## config.mk

```make
export PLATFORM = sky130hd
export DESIGN_NAME = lcd_cmd_dev_flat
export DESIGN_NICKNAME = d
export VERILOG_FILES = /design/src/core/lcd_cmd_pkg.sv /design/src/core/lcd_cmd_if.sv /design/src/core/lcd_cmd_dev.sv /design/src/flat_wrapper.sv
export SDC_FILE = /design/constraint.sdc
export NUM_CORES = 1
export LEC_CHECK = 0
export ABC_CLOCK_PERIOD_IN_PS = 1900
export BUFFER_PORTS_ARGS = -buffer_cell sky130_fd_sc_hd__buf_4
export CAP_MARGIN = 5
export CORE_MARGIN = 5
export CORE_UTILIZATION = 55
export CTS_BUF_LIST = sky130_fd_sc_hd__clkbuf_16
export DETAILED_ROUTE_END_ITERATION = 10
export GPL_TIMING_DRIVEN = 1
export PLACE_DENSITY = 0.78
export SYNTH_ARGS = -nofsm -noshare
export SYNTH_HDL_FRONTEND = slang
export SYNTH_SLANG_ARGS = --single-unit
```

## constraint.sdc

```tcl
create_clock -name clk_i -period 1.9 [get_ports clk_i]
set_input_delay 0.285 -clock clk_i [delete_from_list [all_inputs] [get_ports clk_i]]
set_output_delay 0.285 -clock clk_i [all_outputs]
set_load 0.02 [all_outputs]
```

## src/core/lcd_cmd_pkg.sv

```systemverilog
// Purpose: Shared constants and types for the LCD command decoder ends
// Assumes: One 25 MHz clock, synchronous active-high reset
// Notes:   Command codes, field positions, reset values and timing counts
//
// Functional notes
// RULE_01 - A4 normal display, A5 all dots on
// RULE_02 - A2/A3 low bit selects drive bias
// RULE_03 - E0 enters read-modify-write, reads keep column
// RULE_04 - EE leaves read-modify-write mode
// RULE_05 - C0/C8 scan direction from bit three
// RULE_06 - 28..2F load power circuit mode
// RULE_07 - 20..27 load regulator resistor ratio
// RULE_08 - 81 then six-bit contrast value byte
// RULE_09 - AC/AD turn static indicator off/on
// RULE_10 - Indicator command followed by flash mode byte
// RULE_11 - Display off plus entire on means power save
// RULE_12 - Host never sends F1 to FF
// RULE_13 - F0 leaves test mode
// RULE_14 - Host sends only defined command codes
// RULE_15 - Host waits about 5 ms in power sequences
// RULE_16 - AE/AF turn panel display off/on
// RULE_17 - Reset command in standby enters sleep
// RULE_18 - Sleep stops circuits, grounds outputs, keeps settings
// RULE_19 - E2 restores defaults, E3 does nothing
// RULE_20 - Commands only with register select low
package lcd_cmd_pkg;
   // Command codes
   localparam logic [7:0] LCD_CMD_DISP_OFF   = 8'hae;
   localparam logic [7:0] LCD_CMD_ENTIRE_OFF = 8'ha4;
   localparam logic [7:0] LCD_CMD_BIAS0      = 8'ha2;
   localparam logic [7:0] LCD_CMD_RMW        = 8'he0;
   localparam logic [7:0] LCD_CMD_END        = 8'hee;
   localparam logic [7:0] LCD_CMD_RESET      = 8'he2;
   localparam logic [7:0] LCD_CMD_NOP        = 8'he3;
   localparam logic [7:0] LCD_CMD_VOLUME     = 8'h81;
   localparam logic [7:0] LCD_CMD_IND_OFF    = 8'hac;
   localparam logic [7:0] LCD_CMD_TEST_EXIT  = 8'hf0;
   localparam logic [7:0] LCD_CMD_COM_DIR    = 8'hc0;
   localparam logic [7:0] LCD_CMD_POWER      = 8'h28;
   localparam logic [7:0] LCD_CMD_RATIO      = 8'h20;
   // Masks that pick the fixed part of each code
   localparam logic [7:0] LCD_MASK_LSB1      = 8'hfe;
   localparam logic [7:0] LCD_MASK_LSB3      = 8'hf8;
   localparam logic [7:0] LCD_MASK_COM       = 8'hf0;
   localparam logic [7:0] LCD_MASK_TEST      = 8'hf0;
   localparam int         LCD_COM_DIR_BIT    = 3;
   localparam int         LCD_VOL_W          = 6;
   localparam int         LCD_FLASH_W        = 2;
   localparam int         LCD_FIELD3_W       = 3;
   // Reset values of the mode settings
   localparam logic [5:0] LCD_VOL_RST        = 6'h20;
   localparam logic [2:0] LCD_PWR_RST        = 3'h0;
   localparam logic [2:0] LCD_RATIO_RST      = 3'h0;
   localparam logic [1:0] LCD_FLASH_RST      = 2'h0;
   // Wishbone register offsets of the host controller
   localparam logic [3:0] LCD_REG_CTRL       = 4'h0; // W: bit8 rs, bits7:0 byte, go
   localparam logic [3:0] LCD_REG_STAT       = 4'h4; // R: bit0 busy
   localparam int         LCD_CTRL_RS_BIT    = 8;
   // Write strobe timing on the link
   localparam int         LCD_CLK_MHZ        = 25;
   localparam int         LCD_STROBE_NS      = 80;
   localparam int         LCD_STROBE_CYC     = (LCD_STROBE_NS * LCD_CLK_MHZ + 999) / 1000;
   localparam logic [3:0] LCD_STROBE_CNT     = 4'(LCD_STROBE_CYC);

   typedef enum logic [1:0] {
      LCD_EXP_CMD    = 2'b00,
      LCD_EXP_VOLUME = 2'b01,
      LCD_EXP_FLASH  = 2'b10
   } lcd_expect_t;

   typedef enum logic [1:0] {
      LCD_PM_NORMAL  = 2'b00,
      LCD_PM_STANDBY = 2'b01,
      LCD_PM_SLEEP   = 2'b10
   } lcd_pmode_t;

   // True when the byte matches code under mask
   function automatic logic lcd_match(input logic [7:0] b, input logic [7:0] code,
                                      input logic [7:0] mask);
      return (b & mask) == code;
   endfunction
endpackage

```

## src/core/lcd_cmd_if.sv

```systemverilog
`timescale 1ns/1ps
// Purpose: Parallel write link between host controller and LCD decoder
// Assumes: Both ends on clk_i; device samples wr_n through three flops
// Notes:   Write-only 8080 style: register select, data, write strobe low
interface lcd_cmd_if;
   logic       register_select;
   logic [7:0] data;
   logic       wr_n;

   modport host (output register_select, output data, output wr_n);
   modport dev  (input register_select, input data, input wr_n);
endinterface

```

## src/core/lcd_cmd_dev.sv

```systemverilog
`timescale 1ns/1ps
// Purpose: Command decoder of the LCD controller
// Assumes: Link inputs arrive from pins, synchronised here
// Notes:   Byte taken on the rising edge of wr_n; all outputs registered
//          Second bytes of paired commands are tracked by a small pending state
//          Power save is a mode, not a code: display off plus entire display on
//          Column stepping and the analog supplies live outside this block
//          Undefined codes are dropped, never trapped or reported
module lcd_cmd_dev
   import lcd_cmd_pkg::*;
(
   input  wire logic       clk_i,
   input  wire logic       rst_i,
   lcd_cmd_if.dev          link,
   output logic            display_on_o,
   output logic            entire_on_o,
   output logic            bias_sel_o,
   output logic            rmw_mode_o,
   output logic            com_reverse_o,
   output logic [2:0]      power_mode_o,
   output logic [2:0]      regulator_resistor_ratio_o,
   output logic [5:0]      contrast_volume_o,
   output logic            indicator_on_o,
   output logic [1:0]      indicator_flash_mode_o,
   output logic            test_mode_o,
   output logic [1:0]      power_state_o,
   output logic            osc_run_o,
   output logic            outputs_grounded_o,
   output logic            ram_we_o,
   output logic [7:0]      ram_data_o
);
   // Whole state in one packed word: sync chain, settings, pairing, power
   typedef struct packed {
      logic [2:0]  wr_sync;
      logic [2:0]  rs_sync;
      logic [23:0] d_sync;
      logic        wr_lvl;
      logic        disp_on;
      logic        entire;
      logic        bias;
      logic        rmw;
      logic        com_rev;
      logic [2:0]  pwr;
      logic [2:0]  ratio;
      logic [5:0]  vol;
      logic        ind_on;
      logic [1:0]  flash;
      logic        test;
      lcd_expect_t pend;     // What the next command byte means
      lcd_pmode_t  pm;       // Normal, standby or sleep
      logic        osc;      // Oscillator running
      logic        gnd;      // Drivers parked at ground
      logic        ram_we;
      logic [7:0]  ram_data;
   } lcd_dev_state_t;

   lcd_dev_state_t s;
   lcd_dev_state_t next_s;
   // Strobe, select and byte as seen after synchronising
   logic           wr_now;
   logic           rs_now;
   logic [7:0]     byte_now;
   logic           take;

   // Stage two and three agree before a change counts.
   // The first stage may be metastable, so only the shift reads it.
   // Select and data ride the same depth, so they line up with the strobe.
   assign wr_now   = (s.wr_sync[1] == s.wr_sync[2]) ? s.wr_sync[1] : s.wr_lvl;
   assign rs_now   = s.rs_sync[2];
   assign byte_now = s.d_sync[23:16];
   assign take     = wr_now & ~s.wr_lvl; // Rising strobe ends the write

   // Default settings, shared by reset pin and reset command.
   // Display on/off and entire display are left alone: they form the
   // power save pair, and a reset in standby must be able to settle in sleep.
   // The pin reset starts from all zeros, so the display comes up off anyway.
   function automatic lcd_dev_state_t defaults(input lcd_dev_state_t c);
      lcd_dev_state_t r;
      r         = c;
      r.bias    = 1'b0;
      r.rmw     = 1'b0;
      r.com_rev = 1'b0;
      r.pwr     = LCD_PWR_RST;
      r.ratio   = LCD_RATIO_RST;
      r.vol     = LCD_VOL_RST;
      r.ind_on  = 1'b0;
      r.flash   = LCD_FLASH_RST;
      r.test    = 1'b0;
      r.pend    = LCD_EXP_CMD;
      return r;
   endfunction

   // Decode one byte per write strobe
   always_comb begin
      next_s         = s;
      next_s.wr_sync = {s.wr_sync[1:0], link.wr_n};
      next_s.rs_sync = {s.rs_sync[1:0], link.register_select};
      next_s.d_sync  = {s.d_sync[15:0], link.data};
      next_s.wr_lvl  = wr_now;
      next_s.ram_we  = 1'b0;
      // Data bytes skip the decoder and leave a pending pair open
      if (take && rs_now) begin
         next_s.ram_we   = 1'b1; // Data goes to display RAM [RULE_20]
         next_s.ram_data = byte_now;
      end else if (take) begin // Command only with select low [RULE_20]
         // A pending second byte is never decoded as a command, so a
         // contrast byte of 0xff or a flash byte in the test range is safe
         case (s.pend)
            LCD_EXP_VOLUME: begin
               next_s.vol  = byte_now[LCD_VOL_W-1:0]; // Upper bits dropped [RULE_08]
               next_s.pend = LCD_EXP_CMD;
            end
            LCD_EXP_FLASH: begin
               next_s.flash = byte_now[LCD_FLASH_W-1:0]; // [RULE_10]
               next_s.pend  = LCD_EXP_CMD;
            end
            default: begin
               if (lcd_match(byte_now, LCD_CMD_DISP_OFF, LCD_MASK_LSB1)) begin
                  next_s.disp_on = byte_now[0]; // [RULE_16]
               end else if (lcd_match(byte_now, LCD_CMD_ENTIRE_OFF, LCD_MASK_LSB1)) begin
                  next_s.entire = byte_now[0]; // [RULE_01]
               end else if (lcd_match(byte_now, LCD_CMD_BIAS0, LCD_MASK_LSB1)) begin
                  next_s.bias = byte_now[0]; // [RULE_02]
               end else if (byte_now == LCD_CMD_RMW) begin
                  // Column stepping lives outside; only the mode flag is kept
                  next_s.rmw = 1'b1; // [RULE_03]
               end else if (byte_now == LCD_CMD_END) begin
                  next_s.rmw = 1'b0; // [RULE_04]
               end else if (byte_now == LCD_CMD_RESET) begin
                  next_s = defaults(next_s); // Also leaves test mode [RULE_19]
                  if (s.pm == LCD_PM_STANDBY) begin
                     // Display pair kept, so the release below cannot undo this
                     next_s.pm = LCD_PM_SLEEP; // [RULE_17]
                  end
               end else if (byte_now == LCD_CMD_NOP) begin
                  next_s.pend = LCD_EXP_CMD; // No change of state [RULE_19]
               end else if (lcd_match(byte_now, LCD_CMD_COM_DIR, LCD_MASK_COM)) begin
                  // Bits 2 to 0 are don't care
                  next_s.com_rev = byte_now[LCD_COM_DIR_BIT]; // [RULE_05]
               end else if (lcd_match(byte_now, LCD_CMD_POWER, LCD_MASK_LSB3)) begin
                  next_s.pwr = byte_now[LCD_FIELD3_W-1:0]; // [RULE_06]
               end else if (lcd_match(byte_now, LCD_CMD_RATIO, LCD_MASK_LSB3)) begin
                  next_s.ratio = byte_now[LCD_FIELD3_W-1:0]; // [RULE_07]
               end else if (byte_now == LCD_CMD_VOLUME) begin
                  next_s.pend = LCD_EXP_VOLUME; // [RULE_08]
               end else if (lcd_match(byte_now, LCD_CMD_IND_OFF, LCD_MASK_LSB1)) begin
                  next_s.ind_on = byte_now[0]; // [RULE_09]
                  next_s.pend   = LCD_EXP_FLASH; // [RULE_10]
               end else if (byte_now == LCD_CMD_TEST_EXIT) begin
                  next_s.test = 1'b0; // [RULE_13]
               end else if (lcd_match(byte_now, LCD_CMD_TEST_EXIT, LCD_MASK_TEST)) begin
                  next_s.test = 1'b1; // Host should never send these [RULE_12]
               end
               // Any other code is dropped without effect; software must not
               // lean on that, it is no promise of future behaviour
            end
         endcase
      end

      // Power save: display off with entire display on [RULE_11].
      // Checked every cycle, so the two halves may come in either order;
      // the indicator picks standby or sleep on entry only.
      if (s.pm == LCD_PM_NORMAL && !next_s.disp_on && next_s.entire) begin
         next_s.pm = next_s.ind_on ? LCD_PM_STANDBY : LCD_PM_SLEEP;
      end else if (s.pm != LCD_PM_NORMAL && (next_s.disp_on || !next_s.entire)) begin
         next_s.pm = LCD_PM_NORMAL; // Release by power save off
      end
      // Status flops follow the next power state, so the pins carry no decode
      // glitch; sleep stops the oscillator, both low modes ground the drivers
      next_s.osc = (next_s.pm != LCD_PM_SLEEP); // [RULE_18]
      next_s.gnd = (next_s.pm != LCD_PM_NORMAL); // [RULE_18]
   end

   // Single state register; strobe sync stages and level reset high.
   // Idle-high sync stages keep reset from looking like a strobe edge,
   // which would otherwise decode a stale byte on the link.
   always_ff @(posedge clk_i) begin
      if (rst_i) begin
         s         <= defaults('0);
         s.wr_sync <= 3'h7;
         s.wr_lvl  <= 1'b1;
         s.pm      <= LCD_PM_NORMAL;
         s.osc     <= 1'b1;
      end else begin
         s <= next_s;
      end
   end

   // Outputs driven straight from state flops.
   // No output is decoded here, so downstream logic sees clean levels
   // even while the power state moves.
   assign display_on_o               = s.disp_on;
   assign entire_on_o                = s.entire;
   assign bias_sel_o                 = s.bias;
   assign rmw_mode_o                 = s.rmw;
   assign com_reverse_o              = s.com_rev;
   assign power_mode_o               = s.pwr;
   assign regulator_resistor_ratio_o = s.ratio;
   assign contrast_volume_o          = s.vol;
   assign indicator_on_o             = s.ind_on;
   assign indicator_flash_mode_o     = s.flash;
   assign test_mode_o                = s.test;
   assign power_state_o              = s.pm;
   // Sleep stops oscillator, grounds drivers; settings kept [RULE_18]
   assign osc_run_o                  = s.osc;
   assign outputs_grounded_o         = s.gnd;
   assign ram_we_o                   = s.ram_we; // RAM stays writable in sleep
   assign ram_data_o                 = s.ram_data;
endmodule

```

## src/flat_wrapper.sv

```systemverilog
// flat-port wrapper written by rule: the top's interface ports become plain ports
module lcd_cmd_dev_flat import lcd_cmd_pkg::*;
  (clk_i, rst_i, display_on_o, entire_on_o, bias_sel_o, rmw_mode_o, com_reverse_o, power_mode_o, regulator_resistor_ratio_o, contrast_volume_o, indicator_on_o, indicator_flash_mode_o, test_mode_o, power_state_o, osc_run_o, outputs_grounded_o, ram_we_o, ram_data_o, link_register_select, link_data, link_wr_n);
  lcd_cmd_if link_i ();
  input  wire logic clk_i;
  input  wire logic rst_i;
  output logic display_on_o;
  output logic entire_on_o;
  output logic bias_sel_o;
  output logic rmw_mode_o;
  output logic com_reverse_o;
  output logic [2:0] power_mode_o;
  output logic [2:0] regulator_resistor_ratio_o;
  output logic [5:0] contrast_volume_o;
  output logic indicator_on_o;
  output logic [1:0] indicator_flash_mode_o;
  output logic test_mode_o;
  output logic [1:0] power_state_o;
  output logic osc_run_o;
  output logic outputs_grounded_o;
  output logic ram_we_o;
  output logic [7:0] ram_data_o;
  input wire logic [$bits(link_i.register_select)-1:0] link_register_select;
  input wire logic [$bits(link_i.data)-1:0] link_data;
  input wire logic [$bits(link_i.wr_n)-1:0] link_wr_n;
  assign link_i.register_select = link_register_select;
  assign link_i.data = link_data;
  assign link_i.wr_n = link_wr_n;
  lcd_cmd_dev u_core (.clk_i(clk_i), .rst_i(rst_i), .link(link_i), .display_on_o(display_on_o), .entire_on_o(entire_on_o), .bias_sel_o(bias_sel_o), .rmw_mode_o(rmw_mode_o), .com_reverse_o(com_reverse_o), .power_mode_o(power_mode_o), .regulator_resistor_ratio_o(regulator_resistor_ratio_o), .contrast_volume_o(contrast_volume_o), .indicator_on_o(indicator_on_o), .indicator_flash_mode_o(indicator_flash_mode_o), .test_mode_o(test_mode_o), .power_state_o(power_state_o), .osc_run_o(osc_run_o), .outputs_grounded_o(outputs_grounded_o), .ram_we_o(ram_we_o), .ram_data_o(ram_data_o));
endmodule
```

# Yosys cells after proc, flatten, opt, wreduce, memory -nomap -nowiden

Index checks and enable logic that the tools add are counted.

Register bits: 67
Memory bits (writable): 0
Memories kept: 0
Word-level logic and storage cells: 173
Bits in latches: 0
ROM bits: 0

$add $sub $neg: 0
Multipliers: 0
Div/mod/pow operators: 0
$lt $le $gt $ge: 0
Shift-type cells: 0
Muxes and demuxes: 67
Equal/unequal tests: 46
Bitwise logic cells: 11
Reduce and logical (&&, ||, !) cells: 28

Operators with widths:

| operator                                      | count |
|---|---|
| 2-to-1 mux 34 bit                             | 9 |
| 2-to-1 mux 32 bit                             | 3 |
| 2-to-1 mux 35 bit                             | 2 |
| 2-to-1 mux 67 bit                             | 1 |
| 2-to-1 mux 33 bit                             | 2 |
| 2-to-1 mux 58 bit                             | 1 |
| equality test 8 bit, second input constant    | 6 |
| 2-to-1 mux 42 bit                             | 1 |
| != test 2 bit, second input constant          | 16 |
| 2-to-1 mux 31 bit                             | 1 |
| equality test 7 bit, second input constant    | 4 |
| 2-to-1 mux 13 bit                             | 2 |
| AND reduction 11 bit                          | 2 |
| 2-to-1 mux 1 bit                              | 21 |
| 2-to-1 mux 3 bit                              | 7 |
| != test 7 bit, second input constant          | 3 |
| 2-to-1 mux 2 bit                              | 10 |
| AND reduction 9 bit                           | 2 |
| AND reduction 15 bit                          | 1 |
| 2-to-1 mux 7 bit                              | 2 |
| nonzero test 2 bit                            | 7 |
| 2-to-1 mux 6 bit                              | 2 |
| != test 2 x 1 -> 1 bit, second input constant | 6 |
| != test 4 x 2 -> 1 bit, second input constant | 3 |
| 22 further kinds                              | 38 |

# Logic depth before layout (Yosys ltp)

Depth after elaboration: 24
Mapped depth: 7
Mapped depth without buffers: 7

# Least setup slack after synthesis

No wires, ideal clock.

Kind: register -> register
Start: register u_core.s, in the netlist u_core.byte_now[5]
End: register u_core.s[13] in the netlist's numbering
Buffers on the path: 1
Arrival time: 1571 ps
Required time: 1835 ps
Setup slack: 264 ps
Cell stages (with the launch flop): 7
Library setup time: 65 ps
Cell sequence: dfxtp_1 > buf_2 > nor4b_1 > o21ai_0 > a21oi_1 > mux2_2 > nor2_1

Word-level cells in the longest chain between the ends: 13

Ends and longest elaborated chain:

| what                   | line               | RTL |
|---|---|---|
| start, declared        | lcd_cmd_dev.sv:57  | `lcd_dev_state_t s;` |
| start signal, assigned | lcd_cmd_dev.sv:179 | `s <= defaults('0);` |
| start signal, assigned | lcd_cmd_dev.sv:185 | `s <= next_s;` |
| equality test 8 bit    | lcd_cmd_dev.sv:144 | `end else if (byte_now == LCD_CMD_VOLUME) begin` |
| 2-to-1 mux 2 bit       | lcd_cmd_dev.sv:144 |  |
| 2-to-1 mux 3 bit       | lcd_cmd_dev.sv:142 | `end else if (lcd_match(byte_now, LCD_CMD_RATIO, LCD_MASK_LSB3)) begin` |
| 2-to-1 mux 3 bit       | lcd_cmd_dev.sv:140 | `end else if (lcd_match(byte_now, LCD_CMD_POWER, LCD_MASK_LSB3)) begin` |
| 2-to-1 mux 3 bit       | lcd_cmd_dev.sv:137 | `end else if (lcd_match(byte_now, LCD_CMD_COM_DIR, LCD_MASK_COM)) begin` |
| 2-to-1 mux 2 bit       | lcd_cmd_dev.sv:135 | `end else if (byte_now == LCD_CMD_NOP) begin` |
| 2-to-1 mux 3 bit       | lcd_cmd_dev.sv:129 | `end else if (byte_now == LCD_CMD_RESET) begin` |
| 2-to-1 mux 32 bit      | lcd_cmd_dev.sv:127 | `end else if (byte_now == LCD_CMD_END) begin` |
| 2-to-1 mux 32 bit      | lcd_cmd_dev.sv:124 | `end else if (byte_now == LCD_CMD_RMW) begin` |
| 2-to-1 mux 33 bit      | lcd_cmd_dev.sv:122 | `end else if (lcd_match(byte_now, LCD_CMD_BIAS0, LCD_MASK_LSB1)) begin` |
| 2-to-1 mux 34 bit      | lcd_cmd_dev.sv:120 | `end else if (lcd_match(byte_now, LCD_CMD_ENTIRE_OFF, LCD_MASK_LSB1)) begin` |
| 2-to-1 mux 35 bit      | lcd_cmd_dev.sv:118 | `if (lcd_match(byte_now, LCD_CMD_DISP_OFF, LCD_MASK_LSB1)) begin` |
| 2-to-1 mux 2 bit       | lcd_cmd_dev.sv:108 | `case (s.pend)` |

Parallel ways exist; a longest one is shown, timed or not. The select of a mux whose other input is x is not followed.
A chain may end at the register's enable or synchronous reset.

# Final worst setup path

Start: register u_core.s, in the netlist u_core.byte_now[0]
End: register u_core.s, in the netlist u_core.osc_run_o

Word-level cells in the longest chain between the ends: 21

Ends and longest elaborated chain:

| what                | line               | RTL |
|---|---|---|
| equality test 8 bit | lcd_cmd_dev.sv:127 |  |
| 2-to-1 mux 34 bit   | lcd_cmd_dev.sv:127 |  |
| 2-to-1 mux 34 bit   | lcd_cmd_dev.sv:124 |  |
| 2-to-1 mux 34 bit   | lcd_cmd_dev.sv:122 |  |
| 2-to-1 mux 34 bit   | lcd_cmd_dev.sv:120 |  |
| 2-to-1 mux 34 bit   | lcd_cmd_dev.sv:118 |  |
| 2-to-1 mux 34 bit   | lcd_cmd_dev.sv:108 |  |
| 2-to-1 mux 34 bit   | lcd_cmd_dev.sv:105 | `end else if (take) begin` |
| (+5 left out)       | --                 |  |
| 2-to-1 mux 67 bit * | lcd_cmd_dev.sv:105 |  |
| 2-to-1 mux 58 bit * | lcd_cmd_dev.sv:102 | `if (take && rs_now) begin` |
| logical NOT 1 bit   | lcd_cmd_dev.sv:165 | `end else if (s.pm != LCD_PM_NORMAL && (next_s.disp_on \|\| !next_s.entire)) begin` |
| logical OR 1 bit    | lcd_cmd_dev.sv:165 |  |
| logical AND 1 bit   | lcd_cmd_dev.sv:165 |  |
| 2-to-1 mux 2 bit    | lcd_cmd_dev.sv:165 |  |
| 2-to-1 mux 2 bit *  | lcd_cmd_dev.sv:163 | `if (s.pm == LCD_PM_NORMAL && !next_s.disp_on && next_s.entire) begin` |
| != test 2 bit *     | lcd_cmd_dev.sv:170 | `next_s.osc = (next_s.pm != LCD_PM_SLEEP);` |

Mark *: on every way between the ends. The rest lies on a longest branch, timed or not. The select of a mux whose other input is x is not followed.

==> summary.txt <==
Status
  • Status: finished clean

Floorplan
  • Die area: 6570 sq um
  • Die Ht: 81.1 microns
  • Core ar.: 4820 sq um
  • Die width: 81.1 microns
  • Initial core utilization: 57.7%
  • I/O Pins: 46
  • Row count: 25

Power and ir drop
  • P_leak: 0.00139 uW
  • Power Density: 905 nW/um^2
  • Final Power: 3070 uW
  • Worst vdd rail ir drop: 0.674 mV

Routing
  • Number of DRC markers in iteration 0: 119
  • Drt wl/cell: 14.0 microns
  • Post-route ant nets: 0
  • Via count: 2080
  • Vias per inst: 5.24
  • TritonRoute pass-1 iters: 4
  • # DRC: 0
  • Total wire length: 5580 microns

Timing
  • Final critical-path required period: 1800 ps
  • Relative slew margins: 76.0%
  • Period utilization: 94.9%
  • Endpoints failing setup: 0
  • Setup TNS: 0 ps
  • Final Hold Vio Count: 0
  • Worst hold margin: 147 ps
  • Max Fclk: 554 MHz
  • RSZ-0062 raised after global routing: no
  • Slew Limit Fails: 0
  • Worst Max-Slew Pin Slew: 357 ps
  • Final Skew: 6.48 ps

Logic synthesis
  • Synthesized netlist net count: 303
  • Count leader, synth: dfxtp_1
  • Post-synthesis cell area: 2780 sq um
  • Syn Area/Cell: 9.62 sq um
  • Synth area leader: dfxtp_1
  • Synth top area share: 48.3%
  • Cells after synthesis: 289
  • Seq/Total Area, Yosys: 48.3%
  • Synth Flop Type: dfxtp_1
  • Synth warn: 0
  • Seq cells post-synth: 67
  • Top cells by area, synth: dfxtp_1 (48%), nor2b_1 (7.0%), buf_4 (6.5%)
  • Yosys cell types: 48
  • Number of flops mapped to enable cells by yosys: 0
  • Synth top cells by count: dfxtp_1 (67), nor2b_1 (31), nor2_1 (25), buf_4 (24), nand2_1 (20)
  • Fraction of registers with async set/reset: 0%

Clocking
  • Reg clk slew, reported paths: 50 ps
  • TritonCTS Buffers: 9
  • CTS Root Cell: clkbuf_16
  • Max Buffers Root-to-Sink: 2
  • CTS H-tree depth: 3
  • CTS tree: yes
  • Clock Sinks: 67
  • Hold-fix buffers at CTS: 0
  • Latest clock arrival within the worst-skew pair: 320 ps

Global routing
  • Vias in the first global route: 2030
  • Total track usage: 18.8%
  • First-pass GRT wire length: 9380 microns
  • Overflow after GRT: 0
  • Initial antenna violation count: 0
  • Pin count of the biggest net entering global routing: 40

Hold path
  • Worst Hold Depth: 2
  • Min-Delay Endpoint: u_core.s[64]
  • Worst Hold Class: in -> reg
  • Hold Crit Start: link_wr_n

Setup path
  • WP data required: 2100 ps
  • Setup crit start kind: register
  • Type of the worst setup path: reg -> reg
  • CP Max Fanout: 8
  • R2r endpoint: u_core.osc_run_o
  • Worst r2r src: u_core.byte_now[0]
  • Critical path data arrival time: 2000 ps
  • Critical path endpoint category: register
  • Reg2reg path depth: 5
  • Reg-to-reg setup timing slack: 100 ps

Layout
  • Ant. Diodes: 0
  • Nets: 339
  • Final instance area: 3390 sq um
  • Area Overhead vs Synth: 22.1%
  • Layout cells sized above 1: 30.3%

Run
  • MaxCap Viol Count: 0

Placed design
  • Placed cell areas: 3090 sq um
  • Dpl hpwl: 3950 microns
  • Port bufs: 45
  • GP Congestion: 0.853
==> timing repair <==
action,in CTS,in global routing
buffers inserted,0,0
resized for setup,0,8
endpoints found under the setup margin,0,12
==> sequential cells by signal, summed over array words and instances (netlist names) <==
name,cells
u_core.bias_sel_o,1
u_core.com_reverse_o,1
u_core.rs_now,1
u_core.power_state_o,2
u_core.rmw_mode_o,1
u_core.test_mode_o,1
u_core.regulator_resistor_ratio_o,3
u_core.contrast_volume_o,6
u_core.ram_data_o,8
u_core.byte_now,8
u_core.ram_we_o,1
u_core.outputs_grounded_o,1
u_core.display_on_o,1
u_core.indicator_on_o,1
u_core.entire_on_o,1
u_core.power_mode_o,3
u_core.osc_run_o,1
u_core.indicator_flash_mode_o,2
u_core.s,24
==> report_power, final <==
group	internal, uW	switching, uW	total [uW]	leakage (uW)
sequential	1430	17.8	1450	0.000547
combinational	47.1	44.6	91.7	0.000686
clock	987	541	1530	0.000152
==> layout by cell type, fill, tap and decap left out, types with 2 or more instances in the layout <==
| cell type | count |
|---|---|
| buf_4 | 65 |
| dfxtp_1 | 62 |
| nor2b_1 | 31 |
| nor2_1 | 25 |
| nand2_1 | 20 |
| a21oi_1 | 16 |
| inv_1 | 9 |
| mux2i_1 | 9 |
| clkbuf_16 | 9 |
| nor3_1 | 7 |
| o21ai_0 | 6 |
| nand3_1 | 5 |
| and2_1 | 5 |
| dfxtp_2 | 5 |
| a22oi_1 | 4 |
| or2_2 | 3 |
| nand4_1 | 3 |
| nand4bb_1 | 2 |
| a32oi_1 | 2 |
| and4bb_2 | 2 |
| nand2b_1 | 2 |
| and4b_1 | 2 |
| nor3b_1 | 2 |
| o22ai_1 | 2 |
| nor4_2 | 2 |
| mux2_2 | 2 |
| a211oi_1 | 2 |
| nor4b_2 | 2 |
| and3_1 | 2 |
| ha_1 | 2 |
==> worst max-delay path by stage <==
stage | from | endpoint | slack, ps
finish | u_core.byte_now[0] | u_core.osc_run_o | 100
floorplan | u_core.byte_now[5] | u_core.s[13] | 260
detailed placement | u_core.byte_now[0] | u_core.s[13] | 70
global route | u_core.byte_now[0] | u_core.osc_run_o | 2
global placement | u_core.byte_now[0] | u_core.s[13] | 80
CTS | u_core.byte_now[0] | u_core.s[13] | 40
==> area by class of cell <==
| class | instances | area, sq um |
|---|---|---|
| inverter | 5 | 18.8 |
| clock buffer | 9 | 225 |
| tap | 67 | 83.8 |
| clock inverter | 7 | 53.8 |
| fill | 407 | 1420 |
| timing repair buffer | 65 | 488 |
| multi-input combinational | 177 | 1180 |
| sequential | 67 | 1350 |
==> cell families after synthesis <==
logic type | share of synthesized area [%]
buffers and inverters | 10.1
xor gates and xnor gates | 0.630
DFF | 48.3
adders and majority gates | 0.900
muxes | 4.05
AOI/OAI and AO/OA | 10.6
and+or+nand+nor | 25.5
==> stage by stage <==
step                instances  setup slack [ps]  util [%]
global route              397              2.33      70.4
global placement          381              77.3      64.1
detailed placement        381              70.6      64.1
floorplan                 289               264         -
finish                    397              96.3      70.4
CTS                       397              36.6      69.9
==> per-layer routing <==
metal  vias to the layer above  routed length [microns]  track usage (%)
met5                         -                        0                0
met4                         0                      126             10.6
met3                        12                      287             3.55
met2                        60                     2670             31.1
met1                       968                     2500             22.9
li1                       1040                        -                -
==> worst max-delay path, cell delays in order (launching register included) <==
cell and delay, ps:
dfxtp_2 380, or4b_4 570, nor3_4 310, a31oi_1 150, o22ai_1 170, nand3_1 100
Note: power is estimated with default switching activity, not from simulation.
